<file path="src/rtl/rivl_pkg.sv">
// Package for the reset initial value loader.
// Assumes a single system clock and no register bus.

package rivl_pkg;

   // ----------------------------------------
   // Bank shape
   // ----------------------------------------
   localparam int unsigned REG_W = 16;
   localparam int unsigned NUM_REGS = 33;
   localparam int unsigned IDX_W = 6;
   localparam int unsigned SYNC_W = 2;

   // Register bank indices
   typedef enum logic [IDX_W-1:0] {
      REG_PROG_CNT, REG_COND_FLAG, REG_STACK_PTR, REG_IRQ_EN,
      REG_IRQ_REQ, REG_IRQ_MASK, REG_LATCH_HV, REG_LATCH_MV,
      REG_DIR_CTRL, REG_FUNC_A, REG_FUNC_B, REG_FUNC_C,
      REG_CNTA_MODE, REG_CNTB_MODE1, REG_CNTB_MODE2, REG_CNTC_MODE,
      REG_SHIFT_MODE, REG_MAIN_PRE, REG_SUB_PRE, REG_CNTA_VAL,
      REG_CNTB_VAL, REG_CNTC_VAL, REG_CNTB_RELOAD, REG_CNTC_RELOAD,
      REG_EIGHT_STEP, REG_ADC_MODE1, REG_ADC_MODE2, REG_ADC_CHAN,
      REG_ADC_RESULT, REG_FLAG_BITS, REG_EXTRAS, REG_CLK_SEL1,
      REG_CLK_SEL2
   } rivl_reg_t;

   // ----------------------------------------
   // Implemented widths
   // ----------------------------------------
   localparam int unsigned W_PROG_CNT = 14;
   localparam int unsigned W_STACK_PTR = 10;
   localparam int unsigned W_BIT = 1;
   localparam int unsigned W_TWO = 2;
   localparam int unsigned W_TRI = 3;
   localparam int unsigned W_NIB = 4;
   localparam int unsigned W_IRQ = 7;
   localparam int unsigned W_BYTE = 8;
   localparam int unsigned W_MAIN_PRE = 12;

   // ----------------------------------------
   // Values after reset
   // ----------------------------------------
   localparam logic [REG_W-1:0] RV_ZERO = 16'h0000;
   localparam logic [REG_W-1:0] RV_ONE = 16'h0001;
   localparam logic [REG_W-1:0] RV_ONES = 16'hFFFF;
   localparam logic [REG_W-1:0] RV_STACK_TOP = 16'h03FF;
   localparam logic [REG_W-1:0] RV_ADC_MID = 16'h0080;
   localparam logic [REG_W-1:0] INIT_LOW_NIB = 16'h000F;
   localparam logic [REG_W-1:0] KEEP_BIT3 = 16'h0008;

   // Flag bit positions in the flag register
   localparam int unsigned FB_SLOW_CLK = 0;
   localparam int unsigned FB_DIRECT = 1;
   localparam int unsigned FB_WDOG_ON = 2;
   localparam int unsigned FB_ADC_START = 3;
   localparam int unsigned FB_CAP_STAT = 4;
   localparam int unsigned FB_CAP_ERR = 5;
   localparam int unsigned FB_ADC_BIAS = 6;

   // ----------------------------------------
   // Carriers
   // ----------------------------------------
   typedef logic [NUM_REGS-1:0][REG_W-1:0] rivl_bank_t;

   typedef struct packed {
      logic en;
      logic [IDX_W-1:0] idx;
      logic [REG_W-1:0] data;
   } rivl_wr_t;

   typedef struct packed {
      logic [REG_W-1:0] impl;
      logic [REG_W-1:0] init;
      logic [REG_W-1:0] keep;
      logic [REG_W-1:0] rst;
   } rivl_field_t;

   typedef enum logic [1:0] {
      CAUSE_NONE, CAUSE_PIN, CAUSE_WDOG, CAUSE_STOP
   } rivl_cause_t;

   typedef enum logic {PH_RUN, PH_HOLD} rivl_phase_t;

   // Mask of the low w bits
   function automatic logic [REG_W-1:0] rivl_ones(input int unsigned w);
      return REG_W'((32'h1 << w) - 32'h1);
   endfunction

   // Field built from width and reset value
   function automatic rivl_field_t rivl_mk(input int unsigned w,
                                           input logic [REG_W-1:0] v);
      rivl_field_t f;
      f.impl = rivl_ones(w);
      f.init = f.impl;
      f.keep = RV_ZERO;
      f.rst = v & f.impl;
      return f;
   endfunction

   // Layout and reset image of every register
   function automatic rivl_field_t rivl_info(input rivl_reg_t r);
      rivl_field_t f;
      f = rivl_mk(W_NIB, RV_ZERO);
      case (r)
         REG_PROG_CNT: f = rivl_mk(W_PROG_CNT, RV_ZERO);
         REG_COND_FLAG: f = rivl_mk(W_BIT, RV_ONE);
         REG_STACK_PTR: f = rivl_mk(W_STACK_PTR, RV_STACK_TOP);
         REG_IRQ_EN: f = rivl_mk(W_BIT, RV_ZERO);
         REG_IRQ_REQ: f = rivl_mk(W_IRQ, RV_ZERO);
         REG_IRQ_MASK: f = rivl_mk(W_IRQ, RV_ONES);
         REG_LATCH_MV: f = rivl_mk(W_NIB, RV_ONES);
         REG_CNTB_MODE2: f = rivl_mk(W_TRI, RV_ZERO);
         REG_MAIN_PRE: f = rivl_mk(W_MAIN_PRE, RV_ZERO);
         REG_SUB_PRE, REG_CNTA_VAL, REG_CNTB_VAL, REG_CNTC_VAL:
            f = rivl_mk(W_BYTE, RV_ZERO);
         REG_CNTB_RELOAD, REG_CNTC_RELOAD: begin
            f = rivl_mk(W_BYTE, RV_ZERO);
            f.init = INIT_LOW_NIB;
         end
         REG_EIGHT_STEP, REG_ADC_MODE2: f = rivl_mk(W_TRI, RV_ZERO);
         REG_ADC_RESULT: f = rivl_mk(W_BYTE, RV_ADC_MID);
         REG_FLAG_BITS: f = rivl_mk(W_IRQ, RV_ZERO);
         REG_FUNC_B, REG_CLK_SEL1: f.keep = KEEP_BIT3;
         REG_CLK_SEL2: f = rivl_mk(W_TWO, RV_ZERO);
         default: f = rivl_mk(W_NIB, RV_ZERO);
      endcase
      return f;
   endfunction

endpackage

</file>
<file path="src/rtl/rivl_init_loader.sv">
// Loads initial values into the CPU state and peripheral registers.
// Assumes one clock; pins are asynchronous, other inputs are on clk_sys.
//
// How it works
// - Reset loads counter zero, flag one, stack top
// - Interrupt enable, requests cleared; masks all set
// - High-voltage latches and direction control cleared
// - Medium latches set to ones
// - Function select A cleared
// - Function select B cleared on pin or watchdog reset
// - Function select C cleared
// - Counter A mode cleared
// - Counter B mode one cleared
// - Counter B mode two low bits cleared
// - Mode, shift, prescalers and counter values cleared
// - Counter B reload low nibble cleared only
// - Counter C reload low nibble cleared only
// - ADC modes, channel, step counter cleared; result mid
// - Slow clock and direct switch flags cleared
// - Watchdog, ADC start, bias off flags cleared
// - Capture status flag cleared
// - Capture error flag cleared
// - Clock select one bits two to zero cleared
// - Clock select two and extras register cleared
// - Stop release sets retained flag, keeps bit3s
// - Working registers are not held here

`timescale 1ns/10ps

module rivl_init_loader (
   // Clock and reset
   input wire logic clk_sys,
   input wire logic rst_n,
   // Reset and stop release pins, active low
   input wire logic reset_pin_n,
   input wire logic stop_release_pin_n,
   // Same-domain reset sources
   input wire logic wdog_overflow,
   input wire logic stop_mode,
   // Register write port and hardware request sets
   input wire rivl_pkg::rivl_wr_t wr,
   input wire logic [rivl_pkg::W_IRQ-1:0] irq_req_set,
   // Register bank and reset status
   output rivl_pkg::rivl_bank_t regs_q,
   output logic ram_retained_flag,
   output logic in_reset,
   output rivl_pkg::rivl_cause_t last_cause
);

   // -----------------------------------------
   // Declarations
   // -----------------------------------------
   // Synchronised pins {reset, stop release}
   logic [rivl_pkg::SYNC_W-1:0] pins_s;
   // Decoded causes
   logic pin_rst;
   logic stop_rel;
   logic hard_load;
   logic stop_load;
   logic load_now;
   // Write qualification
   logic wr_ok;
   logic [rivl_pkg::REG_W-1:0] wr_impl;
   logic [rivl_pkg::REG_W-1:0] req_base;
   // State
   rivl_pkg::rivl_bank_t regs_ff;
   rivl_pkg::rivl_phase_t phase_ff;
   rivl_pkg::rivl_phase_t nxt_phase;
   rivl_pkg::rivl_cause_t cause_ff;
   rivl_pkg::rivl_cause_t nxt_cause;
   logic ram_ret_ff;

   // -----------------------------------------
   // Pin synchroniser
   // -----------------------------------------
   rivl_sync #(
      .WIDTH(rivl_pkg::SYNC_W),
      .IDLE(2'b11)
   ) u_sync (
      .clk_sys(clk_sys),
      .rst_n(rst_n),
      .d_async({reset_pin_n, stop_release_pin_n}),
      .q_sync(pins_s)
   );

   // -----------------------------------------
   // Cause decode
   // -----------------------------------------
   // Reset pin and watchdog win over stop release
   always_comb begin
      pin_rst = ~pins_s[1];
      stop_rel = ~pins_s[0] & stop_mode;
      hard_load = pin_rst | wdog_overflow;
      stop_load = stop_rel & ~hard_load;
      load_now = hard_load | stop_load;
      if (pin_rst) begin
         nxt_cause = rivl_pkg::CAUSE_PIN;
      end else if (wdog_overflow) begin
         nxt_cause = rivl_pkg::CAUSE_WDOG;
      end else if (stop_load) begin
         nxt_cause = rivl_pkg::CAUSE_STOP;
      end else begin
         nxt_cause = cause_ff;
      end
   end

   // Phase: reset state held while a cause stands
   always_comb begin
      case (phase_ff)
         rivl_pkg::PH_RUN: begin
            nxt_phase = load_now ? rivl_pkg::PH_HOLD : rivl_pkg::PH_RUN;
         end
         rivl_pkg::PH_HOLD: begin
            nxt_phase = load_now ? rivl_pkg::PH_HOLD : rivl_pkg::PH_RUN;
         end
         default: begin
            nxt_phase = rivl_pkg::PH_HOLD;
         end
      endcase
   end

   // Writes only outside the reset state and to mapped indices
   always_comb begin
      wr_ok = wr.en && !load_now && (phase_ff == rivl_pkg::PH_RUN)
              && (wr.idx < rivl_pkg::IDX_W'(rivl_pkg::NUM_REGS));
      wr_impl = rivl_pkg::rivl_info(rivl_pkg::rivl_reg_t'(wr.idx)).impl;
      // Software may only clear request flags
      req_base = regs_ff[rivl_pkg::REG_IRQ_REQ];
      if (wr_ok && (wr.idx == rivl_pkg::REG_IRQ_REQ)) begin
         req_base = req_base & wr.data;
      end
   end

   // -----------------------------------------
   // Phase and cause registers
   // -----------------------------------------
   always_ff @(posedge clk_sys) begin
      if (!rst_n) begin
         phase_ff <= rivl_pkg::PH_HOLD;
         cause_ff <= rivl_pkg::CAUSE_PIN;
      end else begin
         phase_ff <= nxt_phase;
         cause_ff <= nxt_cause;
      end
   end

   // -----------------------------------------
   // Retained flag
   // -----------------------------------------
   // stop release sets
   always_ff @(posedge clk_sys) begin
      if (!rst_n) begin
         ram_ret_ff <= 1'b0;
      end else if (hard_load) begin
         ram_ret_ff <= 1'b0;
      end else if (stop_load) begin
         ram_ret_ff <= 1'b1;
      end
   end

   // -----------------------------------------
   // Register bank
   // -----------------------------------------
   // only table registers held
   always_ff @(posedge clk_sys) begin
      if (!rst_n) begin
         // Full reset image, undefined bits forced to zero
         for (int i = 0; i < rivl_pkg::NUM_REGS; i++) begin
            regs_ff[i] <= rivl_pkg::rivl_info(rivl_pkg::rivl_reg_t'(i)).rst;
         end
      end else if (load_now) begin
         for (int i = 0; i < rivl_pkg::NUM_REGS; i++) begin
            automatic rivl_pkg::rivl_field_t f =
               rivl_pkg::rivl_info(rivl_pkg::rivl_reg_t'(i));
            automatic logic [rivl_pkg::REG_W-1:0] k = ~f.init;
            if (stop_load) begin
               k = k | f.keep;
            end
            regs_ff[i] <= ((regs_ff[i] & k) | (f.rst & ~k)) & f.impl;
         end
      end else begin
         if (wr_ok) begin
            regs_ff[wr.idx] <= wr.data & wr_impl;
         end
         // Hardware set wins over software clear
         regs_ff[rivl_pkg::REG_IRQ_REQ] <=
            (req_base | {9'h000, irq_req_set}) &
            rivl_pkg::rivl_info(rivl_pkg::REG_IRQ_REQ).impl;
      end
   end

   // -----------------------------------------
   // Outputs
   // -----------------------------------------
   assign regs_q = regs_ff;
   assign ram_retained_flag = ram_ret_ff;
   assign in_reset = (phase_ff == rivl_pkg::PH_HOLD);
   assign last_cause = cause_ff;
endmodule

</file>
<file path="src/rtl/rivl_sync.sv">
// Two-stage synchroniser for pin levels.
// Assumes pins are asynchronous to clk_sys; the reset level is a constant.

`timescale 1ns/10ps

module rivl_sync #(
   parameter int unsigned WIDTH = 2,
   parameter logic [WIDTH-1:0] IDLE = '1
) (
   // Clock and reset
   input wire logic clk_sys,
   input wire logic rst_n,
   // Pin side
   input wire logic [WIDTH-1:0] d_async,
   // Clock side
   output logic [WIDTH-1:0] q_sync
);

   // First stage, read only by the second stage
   logic [WIDTH-1:0] meta_ff;
   // Second stage
   logic [WIDTH-1:0] sync_ff;

   // --------------------------------
   // Two flip-flop chain
   // --------------------------------
   always_ff @(posedge clk_sys) begin
      if (!rst_n) begin
         meta_ff <= IDLE;
         sync_ff <= IDLE;
      end else begin
         meta_ff <= d_async;
         sync_ff <= meta_ff;
      end
   end

   assign q_sync = sync_ff;

endmodule

</file>
<file path="config.mk">
export PLATFORM = sky130hd
export DESIGN_NAME = rivl_init_loader
export DESIGN_NICKNAME = d
export VERILOG_FILES = /design/src/rtl/rivl_pkg.sv /design/src/rtl/rivl_init_loader.sv /design/src/rtl/rivl_sync.sv
export SDC_FILE = /design/constraint.sdc
export NUM_CORES = 1
export LEC_CHECK = 0
export BUFFER_PORTS_ARGS = -buffer_cell sky130_fd_sc_hd__buf_2
export CORE_AREA = 2 2 220 222
export CTS_BUF_LIST = sky130_fd_sc_hd__clkbuf_8
export CTS_CLUSTER_DIAMETER = 80
export CTS_CLUSTER_SIZE = 8
export DETAILED_ROUTE_END_ITERATION = 16
export DIE_AREA = 0 0 222 224
export SLEW_MARGIN = 5
export SYNTH_ARGS = -nofsm -noshare
export SYNTH_HDL_FRONTEND = slang
export SYNTH_HIERARCHICAL = 1
export SYNTH_SLANG_ARGS = --single-unit
</file>
<file path="constraint.sdc">
create_clock -name clk_sys -period 2.7 [get_ports clk_sys]
set_clock_uncertainty 0.05 [all_clocks]
set_input_delay 0.135 -clock clk_sys [delete_from_list [all_inputs] [get_ports clk_sys]]
set_output_delay 0.135 -clock clk_sys [all_outputs]
set_load 0.01 [all_outputs]
</file>
==> flow_summary_export.csv <==
group,metric,value,unit
place,port_buffers,492,
synthesis,synthArstFlopShare,0,%
sta,fmax,437,MHz
synthesis,synth_cell_type_count,51,
sta,finalHoldViolations,0,
synthesis,yosys.area.top_type,"dfxtp_1",
min_path,hold_path_depth,4,
worst_setup_path,end_kind,"flop",
global_routing,grt_max_degree,240,
cts,h-tree-depth,3,
power,fin_total_pwr,0.0125,W
synthesis,synth_area_leaders,"dfxtp_1 (60%), and2_1 (6.6%), and3_1 (5.3%), buf_4 (3.6%), nand3_1 (3.6%)",
synthesis,synth_top_family_by_area,"simple AND/OR/NAND/NOR gates",
sta,finalSetupViolCount,0,
global_routing,track_usage,20.1,%
die,start_util,32.6,%
synthesis,syn-cell-area,0.0154,mm2
min_path,worstHoldEndpoint,"regs_q[128]",
synthesis,yosys_warnings,6,
cts,cts_resized,0,
place,place_hpwl,36.6,mm
synthesis,synth_xor_area_share,0,%
die,dieArea,0.0497,mm2
synthesis,synth_edf_count,0,
global_routing,grt_pass1_wl,76.0,mm
sta,max_slew_margin,12.7,%
synthesis,muxShareOfSynthArea,3.05,%
place,gp_congestion,0.780,
synthesis,dominantRegCellSynth,"dfxtp_1",
cts,cts_tree,"yes",
global_routing,antenna_found_initial,2,
die,row_count,80,
cts,cts_made_buffers,68,
worst_setup_path,cp.arrival,2780,ps
min_path,worst_hold_startpoint,"wr[21]",
outcome,status,"complete, no violations",
sta,fin_hold_ws,109,ps
global_routing,grt_pass1_vias,12300,
power,power_density,631,mW/mm2
sta,fin_tns_setup,0,ps
die,core,0.0473,mm2
synthesis,netlist_top_cells_count,"dfxtp_1 (463), and2_1 (164), and3_1 (130)",
cts,cts.sinks,463,
synthesis,yosysSeqAreaShare,60.1,%
global_routing,gr-total-overflow,0,
finish,multiInputGateArea,0.00544,mm2
synthesis,avgSynthCellArea,10.4,um2
synthesis,synth-simple-area-share,23.1,%
routing,via_per_inst,4.74,
routing,routedWlPerCell,19.6,um
cts,path_clk_slew,70,ps
worst_setup_path,critPathKind,"reg -> reg",
synthesis,ys_ff_latch,463,
routing,drt_pass1_iterations,5,
synthesis,synth_compound_area_share,7.27,%
routing,wl,51.8,mm
die,die_w,222,um
power,leakagePower,9.87,nW
sta,period_share,84.8,%
sta,max_slew.worst_pin.slew,1310,ps
synthesis,yosysMostFrequentCell,"dfxtp_1",
power,irDropWorstVdd,0.388,mV
finish,synthToLayoutAreaGrowth,28.1,%
routing,vias,12500,
worst_setup_path,required,3190,ps
cts,root_buffer,"clkbuf_8",
routing,first_iter_violations,873,
finish,drive_gt1_share,31.3,%
flow_run,cap_violations,0,
cts,insertion_delay,620,ps
routing,drc_errors,0,
worst_setup_path,crit_path_start_kind,"flop",
min_path,min_path_type,"in -> reg",
synthesis,synthAdderAreaFrac,0,%
place,place_ws,385,ps
synthesis,syn_inst,1481,
routing,antenna_left,0,
die,io_pins,568,
cts,clockBufferDepth,3,
worst_setup_path,r2r-start,"u_sync/q_sync[1]",
sta,setup_ws,409,ps
sta,rsz0062_at_grt,"no",
worst_setup_path,reg2reg_depth,4,
sta,finalMaxSlewViolations,0,
sta,period_needed,2290,ps
worst_setup_path,rr_endpoint,"regs_q[481]",
die,die_h,224,um
finish,nFillCells,4681,
synthesis,yosys.area.top_type_share,60.1,%
finish,register_area,0.00927,mm2
finish,fin_nets,2056,
worst_setup_path,r2r_slack,410,ps
worst_setup_path,crit_fanout,15,
==> cell families (layout without fill, tap and decap cells) <==
logic type             after synthesis  after routing
and+or+nand+nor                    598            598
DFF                                463            463
AOI/OAI and AO/OA                  188            188
buffers and inverters              184            659
muxes                               47             47
other                                1             76
==> state kept, by name (all words and copies together), names as in the netlist <==
register	cells
u_sync/meta_ff	2
regs_q	455
u_sync/q_sync	2
last_cause	2
ram_retained_flag	1
in_reset	1
==> how the worst max path moves through the flow <==
stage | start | end | slack (ps) | depth (start not counted)
4_1_cts | u_sync/q_sync[0] | regs_q[68] | 130 | 6
3_5_place_dp | wr[21] | regs_q[258] | 390 | 6
3_3_place_gp | wr[21] | regs_q[482] | 450 | 6
5_1_grt | u_sync/q_sync[1] | regs_q[482] | 220 | 4
2_1_floorplan | u_sync/q_sync[1] | regs_q[85] | 970 | 7
6_report | u_sync/q_sync[1] | regs_q[481] | 410 | 4
==> worst max-delay path, cell delays in order, from the launching register on <==
cell and delay (ps):
dfxtp_1 430, nor2b_2 380, and3_1 550, nand4_1 500, mux2i_1 290
==> layout by cell type (no fill, tap or decap), types with 13 or more instances in the layout <==
cell type and n:
dlygate4sd3_1 35, buf_4 40, nand4_1 38, nor2_1 16, mux2i_1 47, dfxtp_1 463
o21ai_0 96, and3_1 130, buf_2 492, clkbuf_8 72, a21boi_0 18, and2_1 164
nand2_1 72, nand3_1 110, conb_1 73, a21oi_1 26, o211ai_1 13, inv_1 13
==> stage by stage <==
stage               cells  cell area [um2]  utilization (%)
global route         2644            19800             41.7
CTS                  2642            19800             41.7
global placement     2529            18300             38.7
detailed placement   2529            18300             38.7
finish               2646            19800             41.8
floorplan            1553            15700                -
==> per-layer routing <==
layer / share of wire [%] / track usage, %
met4: 3.1 / 9.18
met5: 0 / 0
met1: 42 / 24.3
met3: 6.8 / 5.84
met2: 48 / 33.3
==> timing repair <==
item / 4_1_cts / 5_1_grt
hold endpoints to repair: 54 / 0
hold buffers: 35 / 0
setup endpoints to repair: 0 / 2
setup buffers: 0 / 1
==> power breakdown <==
group	switching [W]	total [W]	internal, W
Clock	0.00253	0.00511	0.00258
Combinational	0.000382	0.000521	0.000138
Sequential	0.00000841	0.00685	0.00684
Total	0.00292	0.0125	0.00956
==> final cells by class <==
type	count	share of cell area (%)
sequential	463	46.9
multi-input combinational	906	27.5
timing repair buffer	569	16.0
clock buffer	72	5.01
tap	615	3.89
clock inverter	6	0.462
inverter	12	0.228
antenna	3	0.0380
Note: power is estimated with default switching activity, not from simulation.
